**src/common/frt_pkg.sv**
```systemverilog
package frt_pkg;
  localparam logic [7:0] IDX_CNT_LO  = 8'h20;
  localparam logic [7:0] IDX_CNT_HI  = 8'h21;
  localparam logic [7:0] IDX_CAP_R0  = 8'h22;
  localparam logic [7:0] IDX_CAP_F0  = 8'h23;
  localparam logic [7:0] IDX_CAP_R1  = 8'h24;
  localparam logic [7:0] IDX_CAP_F1  = 8'h25;
  localparam logic [7:0] IDX_STATUS  = 8'h26;
  localparam logic [7:0] IDX_ENABLE  = 8'h27;
  localparam logic [7:0] IDX_CFG     = 8'h2a;

  localparam int         CFG_HOLD_BIT = 7;
  localparam int         CFG_PRE_LSB  = 4;
  localparam int         CFG_JOIN_BIT = 3;
  localparam logic [7:0] CFG_RW_MASK  = 8'hf8;
  localparam logic [7:0] CFG_RESET    = 8'h00;
  localparam logic [15:0] CNT_RESET   = 16'h0000;

  localparam int FLAG_OVF = 4;
  localparam int FLAG_PER = 5;
  localparam int NFLAGS   = 6;

  localparam int PERIODIC_TIME_US = 1024;
  localparam int SOURCE_MHZ       = 4;
  localparam int PERIODIC_TICKS   = PERIODIC_TIME_US * SOURCE_MHZ;
  localparam logic [15:0] PER_MASK = 16'(PERIODIC_TICKS - 1);

  typedef struct packed {
    logic [15:0]      cnt;
    logic [7:0]       lo_wr;
    logic [7:0]       hi_hold;
    logic [7:0]       cfg;
    logic [3:0][7:0]  cap;
    logic [3:0]       armed;
    logic [NFLAGS-1:0] status;
    logic [NFLAGS-1:0] enable;
    logic             tck_s1;
    logic             tck_s2;
    logic             tck_prev;
    logic [1:0]       cin_s1;
    logic [1:0]       cin_s2;
    logic [1:0]       cin_prev;
    logic [7:0]       dat;
    logic             ack;
  } state_s;

  localparam state_s STATE_RESET = '{
    cnt: CNT_RESET, lo_wr: 8'h00, hi_hold: 8'h00, cfg: CFG_RESET,
    cap: '0, armed: 4'hf, status: '0, enable: '0,
    tck_s1: 1'b0, tck_s2: 1'b0, tck_prev: 1'b0,
    cin_s1: 2'h0, cin_s2: 2'h0, cin_prev: 2'h0, dat: 8'h00, ack: 1'b0};
endpackage : frt_pkg

```
**src/rtl/free_running_timer_capture.sv**
```systemverilog
module free_running_timer_capture (
  input  wire logic        clk_i,
  input  wire logic        rst_i,
  input  wire logic        cyc_i,
  input  wire logic        stb_i,
  input  wire logic        we_i,
  input  wire logic [9:0]  adr_i,
  input  wire logic [3:0]  sel_i,
  input  wire logic [31:0] dat_i,
  output logic      [31:0] dat_o,
  output logic             ack_o,
  input  wire logic        capture_time_clock_i,
  input  wire logic [1:0]  capture_in_i,
  output logic             irq_o
);
  import frt_pkg::*;

  state_s q;
  state_s d;

  logic       req;
  logic       wr;
  logic       rd;
  logic [7:0] idx;
  logic       tick;
  logic [1:0] rise;
  logic [1:0] fall;
  logic       hold;
  logic       join_w;
  logic [2:0] pre;
  logic [7:0] sample;
  logic [3:0] edge_w;
  logic [3:0] load;
  logic [3:0] rd_cap;
  logic       wr_hi;

  assign req    = cyc_i & stb_i & ~q.ack;
  assign wr     = req & we_i & sel_i[0];
  assign rd     = req & ~we_i;
  assign idx    = adr_i[9:2];
  assign wr_hi  = wr & (idx == IDX_CNT_HI);
  // only the second stage of each synchroniser is looked at
  assign tick   = q.tck_s2 & ~q.tck_prev;
  assign rise   = q.cin_s2 & ~q.cin_prev;
  assign fall   = ~q.cin_s2 & q.cin_prev;
  assign hold   = q.cfg[CFG_HOLD_BIT];
  assign join_w = q.cfg[CFG_JOIN_BIT];
  assign pre    = q.cfg[CFG_PRE_LSB +: 3];
  assign sample = 8'(q.cnt >> pre);

  // one slice per capture register: 0 rise ch0, 1 fall ch0, 2 rise ch1, 3 fall ch1
  for (genvar g = 0; g < 4; g++) begin : g_cap
    localparam int SRC      = g / 2;
    localparam bit IS_RISE  = (g % 2 == 0);
    localparam bit LOW_HALF = (g < 2);
    logic own_edge;
    logic base_edge;
    logic armed_w;

    assign own_edge  = IS_RISE ? rise[SRC] : fall[SRC];
    assign base_edge = IS_RISE ? rise[0] : fall[0];
    assign edge_w[g] = join_w ? base_edge : own_edge;
    // joined mode gates capture 1 with its capture 0 partner's arm state
    assign armed_w   = join_w ? q.armed[g % 2] : q.armed[g];
    assign load[g]   = edge_w[g] & (~hold | armed_w);
    assign rd_cap[g] = rd & (idx == 8'(IDX_CAP_R0 + 8'(g)));

    a_load_flag: assert property (@(posedge clk_i) disable iff (rst_i)
      load[g]
      |=> q.status[g])
      else $error("capture load did not set its flag");

    a_flag_quiet: assert property (@(posedge clk_i) disable iff (rst_i)
      !q.status[g] && !load[g]
      |=> !q.status[g])
      else $error("capture flag set without a load");

    a_recent_edge: assert property (@(posedge clk_i) disable iff (rst_i)
      !join_w && !hold && edge_w[g]
      |=> q.cap[g] == $past(sample))
      else $error("capture did not take the latest edge");

    a_edge_held: assert property (@(posedge clk_i) disable iff (rst_i)
      hold && !armed_w
      |=> $stable(q.cap[g]))
      else $error("disarmed capture was overwritten");

    a_read_rearm: assert property (@(posedge clk_i) disable iff (rst_i)
      rd_cap[g] && !load[g]
      |=> q.armed[g])
      else $error("capture read did not re-arm");

    a_join_byte: assert property (@(posedge clk_i) disable iff (rst_i)
      join_w && load[g]
      |=> q.cap[g] == (LOW_HALF ? $past(q.cnt[7:0]) : $past(q.cnt[15:8])))
      else $error("joined capture byte wrong");

    a_join_ignore: assert property (@(posedge clk_i) disable iff (rst_i)
      join_w && !rise[0] && !fall[0]
      |=> $stable(q.cap[g]))
      else $error("joined capture loaded without a capture 0 edge");

    a_cap_readout: assert property (@(posedge clk_i) disable iff (rst_i)
      rd_cap[g]
      |=> dat_o[7:0] == $past(q.cap[g]))
      else $error("capture read returned wrong value");

    a_cap_static: assert property (@(posedge clk_i) disable iff (rst_i)
      !load[g]
      |=> $stable(q.cap[g]))
      else $error("capture changed without a load");
  end : g_cap

  always_comb begin
    d = q;
    d.ack      = cyc_i & stb_i & ~q.ack;
    d.tck_s1   = capture_time_clock_i;
    d.tck_s2   = q.tck_s1;
    d.tck_prev = q.tck_s2;
    d.cin_s1   = capture_in_i;
    d.cin_s2   = q.cin_s1;
    d.cin_prev = q.cin_s2;

    if (tick) begin
      d.cnt = q.cnt + 16'h0001;
      if (q.cnt == 16'hffff) begin
        d.status[FLAG_OVF] = 1'b1;
      end
      if ((q.cnt & PER_MASK) == PER_MASK) begin
        d.status[FLAG_PER] = 1'b1;
      end
    end

    // a read re-arms its register; a load in the same cycle still wins
    for (int r = 0; r < 4; r++) begin
      if (rd_cap[r]) begin
        d.armed[r] = 1'b1;
      end
    end
    for (int r = 0; r < 4; r++) begin
      if (load[r]) begin
        if (r < 2) begin
          d.cap[r] = join_w ? q.cnt[7:0] : sample;
        end else begin
          d.cap[r] = join_w ? q.cnt[15:8] : sample;
        end
        d.armed[r] = 1'b0;
      end
    end

    if (wr) begin
      unique case (idx)
        IDX_CNT_LO: d.lo_wr = dat_i[7:0];
        IDX_CNT_HI: d.cnt   = {dat_i[7:0], q.lo_wr};
        IDX_CFG:    d.cfg   = dat_i[7:0] & CFG_RW_MASK;
        IDX_ENABLE: d.enable = dat_i[NFLAGS-1:0];
        IDX_STATUS: d.status = d.status & ~(dat_i[NFLAGS-1:0] & q.status);
        default:    d.lo_wr = q.lo_wr;
      endcase
    end

    // set wins over clear: new events are merged after the clear
    d.status[3:0] = d.status[3:0] | load;
    if (tick && q.cnt == 16'hffff) begin
      d.status[FLAG_OVF] = 1'b1;
    end
    if (tick && (q.cnt & PER_MASK) == PER_MASK) begin
      d.status[FLAG_PER] = 1'b1;
    end

    d.dat = 8'h00;
    if (rd) begin
      unique case (idx)
        IDX_CNT_LO: begin
          d.dat     = q.cnt[7:0];
          d.hi_hold = q.cnt[15:8];
        end
        IDX_CNT_HI: d.dat = q.hi_hold;
        IDX_CAP_R0: d.dat = q.cap[0];
        IDX_CAP_F0: d.dat = q.cap[1];
        IDX_CAP_R1: d.dat = q.cap[2];
        IDX_CAP_F1: d.dat = q.cap[3];
        IDX_STATUS: d.dat = 8'(q.status);
        IDX_ENABLE: d.dat = 8'(q.enable);
        IDX_CFG:    d.dat = q.cfg;
        default:    d.dat = 8'h00;
      endcase
    end
  end

  always_ff @(posedge clk_i) begin
    if (rst_i) begin
      q <= STATE_RESET;
    end else begin
      q <= d;
    end
  end

  assign dat_o = {24'h000000, q.dat};
  assign ack_o = q.ack;
  assign irq_o = |(q.status & q.enable);

  a_count_tick: assert property (@(posedge clk_i) disable iff (rst_i)
    tick && !wr_hi |=> q.cnt == $past(q.cnt) + 16'h0001)
    else $error("counter did not advance on tick");

  a_count_commit: assert property (@(posedge clk_i) disable iff (rst_i)
    wr_hi |=> q.cnt == {$past(dat_i[7:0]), $past(q.lo_wr)})
    else $error("upper byte write did not commit counter");

  a_high_hold: assert property (@(posedge clk_i) disable iff (rst_i)
    rd && idx == IDX_CNT_LO ##1 !(rd && idx == IDX_CNT_LO) [*2]
    |-> q.hi_hold == $past(q.cnt[15:8], 2))
    else $error("holding register lost its sample");

  a_overflow_flag: assert property (@(posedge clk_i) disable iff (rst_i)
    tick && q.cnt == 16'hffff && !wr_hi |=> q.status[FLAG_OVF] && q.cnt == 16'h0000)
    else $error("overflow flag not set on wrap");

  a_cfg_reserved: assert property (@(posedge clk_i) disable iff (rst_i)
    q.cfg[2:0] == 3'h0)
    else $error("reserved configuration bits nonzero");

  a_first_hold: assert property (@(posedge clk_i) disable iff (rst_i)
    hold && !q.armed[0] && !join_w |=> $stable(q.cap[0]))
    else $error("held capture was overwritten");

  a_join_high: assert property (@(posedge clk_i) disable iff (rst_i)
    join_w && rise[0] && (!hold || q.armed[0]) |=> q.cap[2] == $past(q.cnt[15:8]))
    else $error("joined capture upper byte wrong");

  a_prescale_sel: assert property (@(posedge clk_i) disable iff (rst_i)
    !join_w && rise[1] && !hold |=> q.cap[2] == 8'($past(q.cnt) >> $past(pre)))
    else $error("prescaled capture bits wrong");

  a_sticky_flag: assert property (@(posedge clk_i) disable iff (rst_i)
    q.status[0] && !(wr && idx == IDX_STATUS && dat_i[0]) |=> q.status[0])
    else $error("capture flag dropped without clear");

  a_ack_single: assert property (@(posedge clk_i) disable iff (rst_i)
    ack_o |=> !ack_o)
    else $error("ack held longer than one cycle");

  a_count_idle: assert property (@(posedge clk_i) disable iff (rst_i)
    !tick && !wr_hi
    |=> $stable(q.cnt))
    else $error("counter moved without a tick");

  a_tick_sync: assert property (@(posedge clk_i) disable iff (rst_i)
    tick
    |-> $past(capture_time_clock_i, 2))
    else $error("tick not taken from the synchronised clock");

  a_periodic_flag: assert property (@(posedge clk_i) disable iff (rst_i)
    tick && (q.cnt & PER_MASK) == PER_MASK
    |=> q.status[FLAG_PER])
    else $error("periodic flag not set");

  a_per_sticky: assert property (@(posedge clk_i) disable iff (rst_i)
    q.status[FLAG_PER] && !(wr && idx == IDX_STATUS && dat_i[FLAG_PER])
    |=> q.status[FLAG_PER])
    else $error("periodic flag dropped without clear");

  a_per_quiet: assert property (@(posedge clk_i) disable iff (rst_i)
    !q.status[FLAG_PER] && !(tick && (q.cnt & PER_MASK) == PER_MASK)
    |=> !q.status[FLAG_PER])
    else $error("periodic flag set off period");

  a_ovf_sticky: assert property (@(posedge clk_i) disable iff (rst_i)
    q.status[FLAG_OVF] && !(wr && idx == IDX_STATUS && dat_i[FLAG_OVF])
    |=> q.status[FLAG_OVF])
    else $error("overflow flag dropped without clear");

  a_ovf_quiet: assert property (@(posedge clk_i) disable iff (rst_i)
    !q.status[FLAG_OVF] && !(tick && q.cnt == 16'hffff)
    |=> !q.status[FLAG_OVF])
    else $error("overflow flag set without a wrap");

  a_low_sample: assert property (@(posedge clk_i) disable iff (rst_i)
    rd && idx == IDX_CNT_LO
    |=> dat_o[7:0] == $past(q.cnt[7:0]) && q.hi_hold == $past(q.cnt[15:8]))
    else $error("low byte read did not sample the counter");

  a_high_read: assert property (@(posedge clk_i) disable iff (rst_i)
    rd && idx == IDX_CNT_HI
    |=> dat_o[7:0] == $past(q.hi_hold))
    else $error("upper byte read not from holding register");

  a_hold_stable: assert property (@(posedge clk_i) disable iff (rst_i)
    !(rd && idx == IDX_CNT_LO)
    |=> $stable(q.hi_hold))
    else $error("holding register changed without low read");

  a_low_held: assert property (@(posedge clk_i) disable iff (rst_i)
    wr && idx == IDX_CNT_LO
    |=> q.lo_wr == $past(dat_i[7:0]))
    else $error("low byte write not held");

  a_low_stable: assert property (@(posedge clk_i) disable iff (rst_i)
    !(wr && idx == IDX_CNT_LO)
    |=> $stable(q.lo_wr))
    else $error("held low byte changed without write");

  a_reset_values: assert property (@(posedge clk_i)
    $fell(rst_i)
    |-> q.cnt == CNT_RESET && q.cfg == CFG_RESET && q.hi_hold == 8'h00 && !ack_o && !irq_o)
    else $error("register not at reset value");

  a_cfg_write: assert property (@(posedge clk_i) disable iff (rst_i)
    wr && idx == IDX_CFG
    |=> q.cfg[7:3] == $past(dat_i[7:3]))
    else $error("configuration write not taken");

  a_cfg_readout: assert property (@(posedge clk_i) disable iff (rst_i)
    rd && idx == IDX_CFG
    |=> dat_o[7:0] == $past(q.cfg))
    else $error("configuration read returned wrong value");

  a_ack_answer: assert property (@(posedge clk_i) disable iff (rst_i)
    cyc_i && stb_i && !ack_o
    |=> ack_o)
    else $error("request not acknowledged in the next cycle");

  a_data_idle: assert property (@(posedge clk_i) disable iff (rst_i)
    !ack_o
    |-> dat_o == 32'h00000000)
    else $error("read data present without ack");

  a_unmapped_read: assert property (@(posedge clk_i) disable iff (rst_i)
    rd && idx > IDX_CFG
    |=> dat_o == 32'h00000000)
    else $error("unmapped read returned nonzero");

  a_status_clear: assert property (@(posedge clk_i) disable iff (rst_i)
    wr && idx == IDX_STATUS && dat_i[0] && !load[0]
    |=> !q.status[0])
    else $error("status write one did not clear flag");

  a_status_readout: assert property (@(posedge clk_i) disable iff (rst_i)
    rd && idx == IDX_STATUS
    |=> dat_o[7:0] == 8'($past(q.status)))
    else $error("status read returned wrong value");

  a_enable_write: assert property (@(posedge clk_i) disable iff (rst_i)
    wr && idx == IDX_ENABLE
    |=> q.enable == $past(dat_i[NFLAGS-1:0]))
    else $error("enable write not taken");

  a_sync_rise: assert property (@(posedge clk_i) disable iff (rst_i)
    rise[0]
    |-> $past(capture_in_i[0], 2))
    else $error("rising edge seen without synchronised input");

  a_sync_fall: assert property (@(posedge clk_i) disable iff (rst_i)
    fall[1]
    |-> !$past(capture_in_i[1], 2))
    else $error("falling edge seen without synchronised input");
endmodule : free_running_timer_capture

```
**config.mk**
```make
export PLATFORM = sky130hd
export DESIGN_NAME = free_running_timer_capture
export DESIGN_NICKNAME = d
export VERILOG_FILES = /design/src/common/frt_pkg.sv /design/src/rtl/free_running_timer_capture.sv
export SDC_FILE = /design/constraint.sdc
export NUM_CORES = 1
export LEC_CHECK = 0
export BUFFER_PORTS_ARGS = -buffer_cell sky130_fd_sc_hd__buf_4
export CELL_PAD_IN_SITES_DETAIL_PLACEMENT = 0
export CELL_PAD_IN_SITES_GLOBAL_PLACEMENT = 1
export CORE_AREA = 4 4 140 142
export CTS_BUF_LIST = sky130_fd_sc_hd__clkbuf_4 sky130_fd_sc_hd__clkbuf_8
export DETAILED_ROUTE_END_ITERATION = 12
export DIE_AREA = 0 0 144 146
export PLACE_DENSITY = 0.58
export SYNTH_ARGS = -nofsm -noshare
export SYNTH_HDL_FRONTEND = slang
export SYNTH_SLANG_ARGS = --single-unit
export TNS_END_PERCENT = 50
```
**constraint.sdc**
```tcl
create_clock -name clk_i -period 2.7 [get_ports clk_i]
set_clock_uncertainty 0.2 [all_clocks]
set_input_delay 0.405 -clock clk_i [delete_from_list [all_inputs] [get_ports clk_i]]
set_output_delay 0.405 -clock clk_i [all_outputs]
set_load 0.01 [all_outputs]
```
==> results of run 1 <==
==> timing repair <==
action | in CTS | in global routing
setup endpoints to repair | 0 | 0
endpoints found under the hold margin | 2 | 0
hold buffers | 2 | 0
==> flip-flops by register name (all words and copies together), names as in the netlist <==
signal and flops:
q 81, dat_o 8, d 6, pre 3
g_cap.armed_w 2, ack_o 1, hold 1, join_w 1
==> worst max-delay path: cells and delay by family, from the launching register on <==
family          cells  cell delay (ns)
simple gates        3             1.23
flops               1             0.53
compound gates      1             0.26
==> worst min path at each step <==
stage	startpoint	end	slack [ns]	cells past startpoint
4_1_cts	capture_in_i[0]	d[11]$_SDFF_PP0_	0.005	2
2_1_floorplan	d[12]$_SDFF_PP0_	d[10]$_SDFF_PP0_	0.21	1
3_3_place_gp	d[16]$_SDFF_PP0_	d[15]$_SDFF_PP0_	0.22	1
5_1_grt	capture_in_i[0]	d[11]$_SDFF_PP0_	0.003	2
3_5_place_dp	d[12]$_SDFF_PP0_	d[10]$_SDFF_PP0_	0.23	1
6_report	capture_in_i[0]	d[11]$_SDFF_PP0_	0.006	2
==> metal layers <==
metal / vias to the layer above / GRT usage, % / wire length (um)
met2: 172 / 27.4 / 8610
met1: 2389 / 25.8 / 8480
met5: - / 0 / 0
li1: 2258 / - / -
met3: 22 / 4.21 / 1230
met4: 0 / 3.77 / 337
==> per-stage QoR <==
step / util, % / setup WS, ns / instances / total power (uW)
final: 33.1 / 0.405 / 870 / 2840
after global routing: 33.1 / 0.300 / 870 / 2950
after CTS: 33.1 / 0.385 / 870 / 2870
after detailed placement: 31.8 / 0.336 / 852 / 1790
after global placement: 31.8 / 0.324 / 852 / 1790
after floorplan: - / 0.592 / 638 / 1720
==> cell type report <==
type,count,share of cell area (%)
inverters,16,0.984
clock buffers,9,2.03
clock inverters,7,1.50
repair buffers,63,8.03
multi-input cells,438,48.9
flip-flops and latches,103,33.8
well taps,234,4.80
==> layout by cell type (no fill, tap or decap), types with 12 or more instances in the layout <==
master,netlist,final
sky130_fd_sc_hd__dfxtp_1,103,103
sky130_fd_sc_hd__nand2_1,42,42
sky130_fd_sc_hd__nor2_1,33,33
sky130_fd_sc_hd__mux2i_1,15,15
sky130_fd_sc_hd__a311oi_1,12,12
sky130_fd_sc_hd__a21oi_1,48,48
sky130_fd_sc_hd__nand4_1,14,14
sky130_fd_sc_hd__conb_1,1,24
sky130_fd_sc_hd__nor2b_1,16,16
sky130_fd_sc_hd__a31o_2,16,16
sky130_fd_sc_hd__nand3_1,42,42
sky130_fd_sc_hd__nor3_1,12,12
sky130_fd_sc_hd__o21ai_0,18,18
sky130_fd_sc_hd__nor4b_1,16,16
sky130_fd_sc_hd__buf_4,32,60
sky130_fd_sc_hd__inv_1,16,16
==> power by group <==
group	leakage, uW	switching, uW	internal (uW)
clock	0.000105	632	451
sequential	0.000832	10.4	1530
combinational	0.00114	148	71.2
total	0.00208	790	2050
==> synthesized netlist by cell type (all sizes together) (3+ instances only) <==
master / count
nand2b: 8
a22oi: 4
a211oi: 11
or2: 3
o22a: 8
inv: 16
nand3b: 3
a21oi: 48
nor2b: 16
nor4: 7
or3: 4
nand3: 43
a31o: 16
mux4: 14
mux2i: 15
nor3: 12
xnor2: 8
nand2: 43
and3: 3
mux2: 5
o2bb2ai: 3
dfxtp: 103
a31oi: 10
or4b: 3
a311oi: 12
o21bai: 5
buf: 45
nor4b: 17
nand4: 14
nor2: 33
o21ai: 18
clkbuf: 36
==> kinds of logic after synthesis <==
family / synth area share, %
AND/OR/NAND/NOR: 22.7
multiplexers: 9.99
adder cells (fa/ha/maj): 0.230
AO/OA/AOI/OAI: 18.5
XOR/XNOR: 1.61
other: 0.0689
buffers and inverters: 9.05
flip-flops: 37.9
==> flow_results.xml, run 1 <==
<?xml version="1.0" encoding="UTF-8"?>
<metrics>
  <group name="run_status">
    <metric name="run_status" unit="">completed</metric>
  </group>
  <group name="critical_path">
    <metric name="rr_endpoint" unit="">q[103]$_SDFF_PP0_</metric>
    <metric name="crit_fanout" unit="">7</metric>
    <metric name="path_cells" unit="">nand4b_1 &gt; or4_4 &gt; or3_1 &gt; a311oi_1</metric>
    <metric name="required" unit="ns">2.83</metric>
    <metric name="crit_path_capture" unit="">q[103]$_SDFF_PP0_</metric>
    <metric name="critical_path.max_stage_delay" unit="ns">0.61</metric>
    <metric name="critical_path.startpoint" unit="">q[90]$_SDFF_PP0_</metric>
    <metric name="worst_setup_path_end_kind" unit="">flip-flop</metric>
    <metric name="cpMaxStageDelayCell" unit="">sky130_fd_sc_hd__or4_4</metric>
    <metric name="worst_case_register_to_register_setup_slack" unit="ns">0.40</metric>
    <metric name="r2r_cells" unit="">4</metric>
    <metric name="cp_data_arrival_time" unit="ns">2.43</metric>
    <metric name="timing.critical_path.from_type" unit="">flip-flop</metric>
    <metric name="worst_r2r_startpoint" unit="">q[90]$_SDFF_PP0_</metric>
    <metric name="path_class" unit="">flip-flop to flip-flop</metric>
  </group>
  <group name="floorplanning">
    <metric name="die_h" unit="um">146</metric>
    <metric name="top_level_ports" unit="">88</metric>
    <metric name="placement_rows" unit="">50</metric>
    <metric name="dieArea" unit="um^2">21000</metric>
    <metric name="fp.coreArea" unit="um^2">18500</metric>
    <metric name="dieWidth" unit="um">144</metric>
    <metric name="floorplan.initialDensity" unit="%">29.5</metric>
  </group>
  <group name="sta">
    <metric name="least_margin_pin_slew" unit="ns">0.556</metric>
    <metric name="slew_headroom" unit="%">62.8</metric>
    <metric name="max_clock_freq" unit="MHz">436</metric>
    <metric name="hold-worst-slack" unit="ns">0.00578</metric>
    <metric name="timing.final.crit_share" unit="%">85.0</metric>
    <metric name="timing_max_transition_violations_final" unit="">0</metric>
    <metric name="finalHoldViolations" unit="">0</metric>
    <metric name="finalCriticalPeriod" unit="ns">2.30</metric>
    <metric name="sum_of_negative_setup_slack" unit="ns">0</metric>
    <metric name="unrepaired_setup_endpoints_after_global_routing" unit="">no</metric>
    <metric name="setup-violations-final" unit="">0</metric>
  </group>
  <group name="cts">
    <metric name="post_cts_repair_resize_count" unit="">0</metric>
    <metric name="clock_latency" unit="ns">0.41</metric>
    <metric name="cts_h_tree_depth" unit="">3</metric>
    <metric name="tritoncts" unit="">built</metric>
    <metric name="clkSinkCount" unit="">103</metric>
    <metric name="clk_root_buffer_cell" unit="">sky130_fd_sc_hd__clkbuf_8</metric>
    <metric name="numCtsBuffers" unit="">9</metric>
    <metric name="clockBufferDepth" unit="">2</metric>
    <metric name="postCtsSetupBuffers" unit="">0</metric>
    <metric name="cts.reportedPaths.clkPinSlew" unit="ns">0.12</metric>
  </group>
  <group name="hold_path">
    <metric name="worst_min_delay_path_category" unit="">input pin to flip-flop</metric>
  </group>
  <group name="global_route">
    <metric name="grt_pass1_vias" unit="">4693</metric>
    <metric name="global_route.overflow_total" unit="">0</metric>
    <metric name="initial_antenna_violation_count" unit="">0</metric>
    <metric name="pin_count_of_the_biggest_net_entering_global_routing" unit="">46</metric>
    <metric name="grt_pass1_wl" unit="mm">28.8</metric>
    <metric name="track_usage" unit="%">17.9</metric>
  </group>
  <group name="synth">
    <metric name="synthArstFlopShare" unit="%">0</metric>
    <metric name="netlist.top_cell.by_area" unit="">sky130_fd_sc_hd__dfxtp_1</metric>
    <metric name="synth.avg_cell_area" unit="um^2">8.86</metric>
    <metric name="synthesis.area" unit="um^2">5450</metric>
    <metric name="ys.warnings.count" unit="">0</metric>
    <metric name="synth-edff-count" unit="">0</metric>
    <metric name="sequential_fraction_of_the_synthesis_area" unit="%">37.9</metric>
    <metric name="synth_ff_type" unit="">sky130_fd_sc_hd__dfxtp_1</metric>
    <metric name="synth_cells" unit="">615</metric>
    <metric name="synth-seq-cells" unit="">103</metric>
    <metric name="yosys.area.top_type_share" unit="%">37.9</metric>
    <metric name="netlist-cell-type-count" unit="">66</metric>
    <metric name="synthTopCellsByArea" unit="">sky130_fd_sc_hd__dfxtp_1, sky130_fd_sc_hd__a21oi_1, sky130_fd_sc_hd__buf_4</metric>
  </group>
  <group name="power_and_ir_drop">
    <metric name="power-per-cell-area" unit="nW/um^2">466</metric>
    <metric name="power.leakage" unit="uW">0.00208</metric>
    <metric name="ir_drop" unit="V">0.000237</metric>
  </group>
  <group name="drt">
    <metric name="vias_per_cell" unit="">5.56</metric>
    <metric name="wl_per_cell" unit="um">21.4</metric>
    <metric name="firstDrtPassIters" unit="">5</metric>
    <metric name="drc" unit="">0</metric>
    <metric name="detailroute.via_count" unit="">4841</metric>
    <metric name="drtAntennaViolNets" unit="">0</metric>
    <metric name="initialDrtViolationCount" unit="">475</metric>
    <metric name="totalWireLength" unit="mm">18.7</metric>
  </group>
  <group name="cells_and_area">
    <metric name="drive_gt1_share" unit="%">18.6</metric>
    <metric name="final-seq-area" unit="um^2">2060</metric>
    <metric name="final.fill_count" unit="">1916</metric>
    <metric name="layout-area-overhead-vs-synth" unit="%">12.1</metric>
    <metric name="num_antenna_cells" unit="">0</metric>
    <metric name="num-nets-final" unit="">686</metric>
    <metric name="multiInputGateArea" unit="um^2">2980</metric>
    <metric name="final_area" unit="um^2">6100</metric>
  </group>
  <group name="place">
    <metric name="place.port_buffers" unit="">34</metric>
    <metric name="finalWeightedCongestion" unit="">0.872</metric>
    <metric name="post-dp-hpwl" unit="mm">13.5</metric>
    <metric name="post_dp_cell_area" unit="um^2">5870</metric>
  </group>
  <group name="flow_run">
    <metric name="drv_cap" unit="">0</metric>
  </group>
</metrics>
No activity file was read; power rests on OpenSTA's default activity.
==> run 2, diff against run 1 <==
- ABC_AREA: default -> 1
- CORE_AREA: 4 4 140 142 -> 4 4 145 147
- DIE_AREA: 0 0 144 146 -> 0 0 149 151
- PLACE_DENSITY: 0.58 -> 0.61
- clock period: 2.7 -> 2.2 ns (I/O delays scaled with it)
==> run 2 against run 1 <==
  * Combinational power is 33% higher
  * Die area up 7.0%
  * Non-clock buffer count shrank 1
  * Area after synthesis up 6.8%
  * Count of clock-buffer cells in the layout rose by 3
  * Worst hold slack better by 0.043 ns
==> flow_results.xml, run 2 <==
<?xml version="1.0" encoding="UTF-8"?>
<metrics>
  <group name="power_and_ir_drop">
    <metric name="totalPowerFinal" unit="uW">3390</metric>
    <metric name="power.leakage" unit="uW">0.00306</metric>
    <metric name="power-per-cell-area" unit="nW/um^2">524</metric>
    <metric name="ir_drop" unit="V">0.000285</metric>
  </group>
  <group name="synth">
    <metric name="synth_ff_type" unit="">sky130_fd_sc_hd__dfxtp_1</metric>
    <metric name="synthesis.area" unit="um^2">5820</metric>
    <metric name="synth-edff-count" unit="">0</metric>
    <metric name="yosys.area.top_type_share" unit="%">35.4</metric>
    <metric name="netlist.top_cell.by_area" unit="">sky130_fd_sc_hd__dfxtp_1</metric>
    <metric name="synth_common_cells" unit="">sky130_fd_sc_hd__nand2_1, sky130_fd_sc_hd__nor2_1, sky130_fd_sc_hd__inv_1, sky130_fd_sc_hd__dfxtp_1, sky130_fd_sc_hd__nand3_1</metric>
    <metric name="sequential_fraction_of_the_synthesis_area" unit="%">35.4</metric>
    <metric name="synthArstFlopShare" unit="%">0</metric>
    <metric name="synthMostInstantiatedCell" unit="">sky130_fd_sc_hd__nand2_1</metric>
    <metric name="synth_cells" unit="">895</metric>
    <metric name="ys.warnings.count" unit="">0</metric>
    <metric name="synthTopCellsByArea" unit="">sky130_fd_sc_hd__dfxtp_1, sky130_fd_sc_hd__nand2_1, sky130_fd_sc_hd__nand3_1</metric>
    <metric name="synth-seq-cells" unit="">103</metric>
    <metric name="synth.avg_cell_area" unit="um^2">6.50</metric>
    <metric name="netlist-cell-type-count" unit="">37</metric>
  </group>
  <group name="sta">
    <metric name="finalCriticalPeriod" unit="ns">1.94</metric>
    <metric name="timing_max_transition_violations_final" unit="">0</metric>
    <metric name="unrepaired_setup_endpoints_after_global_routing" unit="">no</metric>
    <metric name="timing.final.crit_share" unit="%">88.4</metric>
    <metric name="finalHoldViolations" unit="">0</metric>
    <metric name="setup-violations-final" unit="">0</metric>
    <metric name="sum_of_negative_setup_slack" unit="ns">0</metric>
    <metric name="max_clock_freq" unit="MHz">514</metric>
  </group>
  <group name="place">
    <metric name="place.port_buffers" unit="">34</metric>
    <metric name="post-dp-hpwl" unit="mm">14.4</metric>
    <metric name="post_dp_cell_area" unit="um^2">6260</metric>
    <metric name="place.detailed.instances" unit="">1182</metric>
    <metric name="finalWeightedCongestion" unit="">0.898</metric>
  </group>
  <group name="global_route">
    <metric name="track_usage" unit="%">17.1</metric>
    <metric name="initial_antenna_violation_count" unit="">0</metric>
    <metric name="global_route.overflow_total" unit="">0</metric>
    <metric name="pin_count_of_the_biggest_net_entering_global_routing" unit="">35</metric>
    <metric name="grt_pass1_wl" unit="mm">29.2</metric>
    <metric name="grt_pass1_vias" unit="">5036</metric>
  </group>
  <group name="critical_path">
    <metric name="crit_fanout" unit="">3</metric>
    <metric name="required" unit="ns">1.67</metric>
    <metric name="worst_setup_path_end_kind" unit="">output port</metric>
    <metric name="path_class" unit="">flip-flop to output port</metric>
    <metric name="timing.critical_path.from_type" unit="">flip-flop</metric>
    <metric name="cp_data_arrival_time" unit="ns">1.41</metric>
  </group>
  <group name="floorplanning">
    <metric name="placement_rows" unit="">52</metric>
    <metric name="fp.coreArea" unit="um^2">19900</metric>
    <metric name="dieWidth" unit="um">149</metric>
    <metric name="die_h" unit="um">151</metric>
    <metric name="dieArea" unit="um^2">22500</metric>
    <metric name="floorplan.initialDensity" unit="%">29.2</metric>
    <metric name="top_level_ports" unit="">88</metric>
  </group>
  <group name="drt">
    <metric name="detailroute.via_count" unit="">5412</metric>
    <metric name="met1_length" unit="mm">9.14</metric>
    <metric name="topRoutingLayerUsed" unit="">met4</metric>
    <metric name="firstDrtPassIters" unit="">5</metric>
    <metric name="wl_per_cell" unit="um">15.8</metric>
    <metric name="initialDrtViolationCount" unit="">409</metric>
    <metric name="drtAntennaViolNets" unit="">0</metric>
    <metric name="wl_met3" unit="um">808</metric>
    <metric name="vias_per_cell" unit="">4.51</metric>
    <metric name="drc" unit="">0</metric>
    <metric name="totalWireLength" unit="mm">18.9</metric>
    <metric name="met2_wirelength" unit="mm">8.42</metric>
  </group>
  <group name="cts">
    <metric name="post_cts_repair_resize_count" unit="">0</metric>
    <metric name="numCtsBuffers" unit="">9</metric>
    <metric name="clkSinkCount" unit="">103</metric>
    <metric name="cts.reportedPaths.clkPinSlew" unit="ns">0.11</metric>
    <metric name="clock_latency" unit="ns">0.38</metric>
    <metric name="clk_root_buffer_cell" unit="">sky130_fd_sc_hd__clkbuf_8</metric>
    <metric name="clockBufferDepth" unit="">2</metric>
    <metric name="tritoncts" unit="">built</metric>
    <metric name="cts_h_tree_depth" unit="">3</metric>
  </group>
  <group name="cells_and_area">
    <metric name="number_of_flip_flops_under_the_largest_register_name" unit="">81</metric>
    <metric name="num_antenna_cells" unit="">0</metric>
    <metric name="instances_no_fill" unit="">1201</metric>
    <metric name="multiInputGateArea" unit="um^2">2940</metric>
    <metric name="final_core_utilization" unit="%">32.5</metric>
    <metric name="layout-area-overhead-vs-synth" unit="%">11.3</metric>
    <metric name="drive_gt1_share" unit="%">11.9</metric>
    <metric name="final.fill_count" unit="">2301</metric>
    <metric name="final_area" unit="um^2">6480</metric>
    <metric name="register_with_the_most_flip_flops" unit="">q</metric>
    <metric name="num-nets-final" unit="">981</metric>
    <metric name="layout_common_cells" unit="">sky130_fd_sc_hd__nand2_1, sky130_fd_sc_hd__nor2_1, sky130_fd_sc_hd__inv_1</metric>
    <metric name="final_common_cell" unit="">sky130_fd_sc_hd__nand2_1</metric>
    <metric name="final-seq-area" unit="um^2">2060</metric>
  </group>
  <group name="hold_path">
    <metric name="worst_min_delay_path_category" unit="">input pin to flip-flop</metric>
  </group>
  <group name="flow_run">
    <metric name="drv_cap" unit="">0</metric>
  </group>
  <group name="run_status">
    <metric name="run_status" unit="">completed</metric>
  </group>
</metrics>
==> run 2: cell types whose count changed in the layout (fill, tap and decap cells not counted), sizes merged, moves of 17 or more <==
cell,delta
nand3,+57
nor2,+109
nor4b,-17
inv,+106
nand2,+172
o21ai,+42
==> run 2: final timing paths <==
path,slack (ns),startpoint,end,depth (start not counted)
setup / recovery,0.26,q[29]$_SDFF_PP0_,irq_o,5
hold / removal,0.05,dat_i[7],q[89]$_SDFFE_PP0P_,3
setup reg to reg,0.36,q[97]$_SDFF_PP0_,q[28]$_SDFF_PP0_,6
hold reg to reg,0.21,d[16]$_SDFF_PP0_,d[15]$_SDFF_PP0_,2
==> run 2: what timing repair did <==
| item | 4_1_cts | 5_1_grt |
|---|---|---|
| hold buffers | 3 | 0 |
| buffers inserted | 0 | 0 |
| hold endpoints to repair | 3 | 0 |
==> run 2: metal layers <==
metal / global-route usage (%) / vias to the layer above
met5: 0 / -
met4: 6.50 / 0
met3: 2.18 / 30
met2: 26.9 / 130
met1: 23.9 / 2428
li1: - / 2824
==> run 2: cells by family after synthesis <==
family / count (synthesis) / synth area share (%)
adder cells (fa/ha/maj): 1 / 0.215
buffers and inverters: 190 / 15.5
XOR/XNOR: 6 / 0.903
flip-flops: 103 / 35.4
other: 1 / 0.0645
AND/OR/NAND/NOR: 473 / 36.2
AO/OA/AOI/OAI: 121 / 11.7
==> run 2: final cells by class <==
type                            instances  area share [%]
Tap cell                              270            5.22
Clock inverter                          4           0.444
Multi-Input combinational cell        625            45.4
Clock buffer                           12            2.36
Sequential cell                       103            31.8
Timing Repair Buffer                   62            7.50
Inverter                              125            7.24
==> run 2: stage by stage <==
stage / setup WS, ns / hold slack, ns
2_1_floorplan: 0.631 / 0.188
3_3_place_gp: 0.167 / 0.194
3_5_place_dp: 0.154 / 0.197
4_1_cts: 0.226 / 0.0356
5_1_grt: 0.156 / 0.0635
6_report: 0.256 / 0.0488
==> run 2: worst max-delay path: stages, from the launching register on <==
cell,delay [ns]
sky130_fd_sc_hd__dfxtp_1,0.35
sky130_fd_sc_hd__nand2_1,0.08
sky130_fd_sc_hd__nand2_1,0.04
sky130_fd_sc_hd__a221oi_1,0.22
sky130_fd_sc_hd__nand3_1,0.16
sky130_fd_sc_hd__buf_4,0.18
==> run 2: power breakdown <==
group          total, uW  leakage (uW)  internal (uW)  switching [uW]
sequential          1920      0.000835           1900            20.0
clock               1180     0.0000898            472             708
combinational        292       0.00214           99.6             192
total               3390       0.00306           2480             920
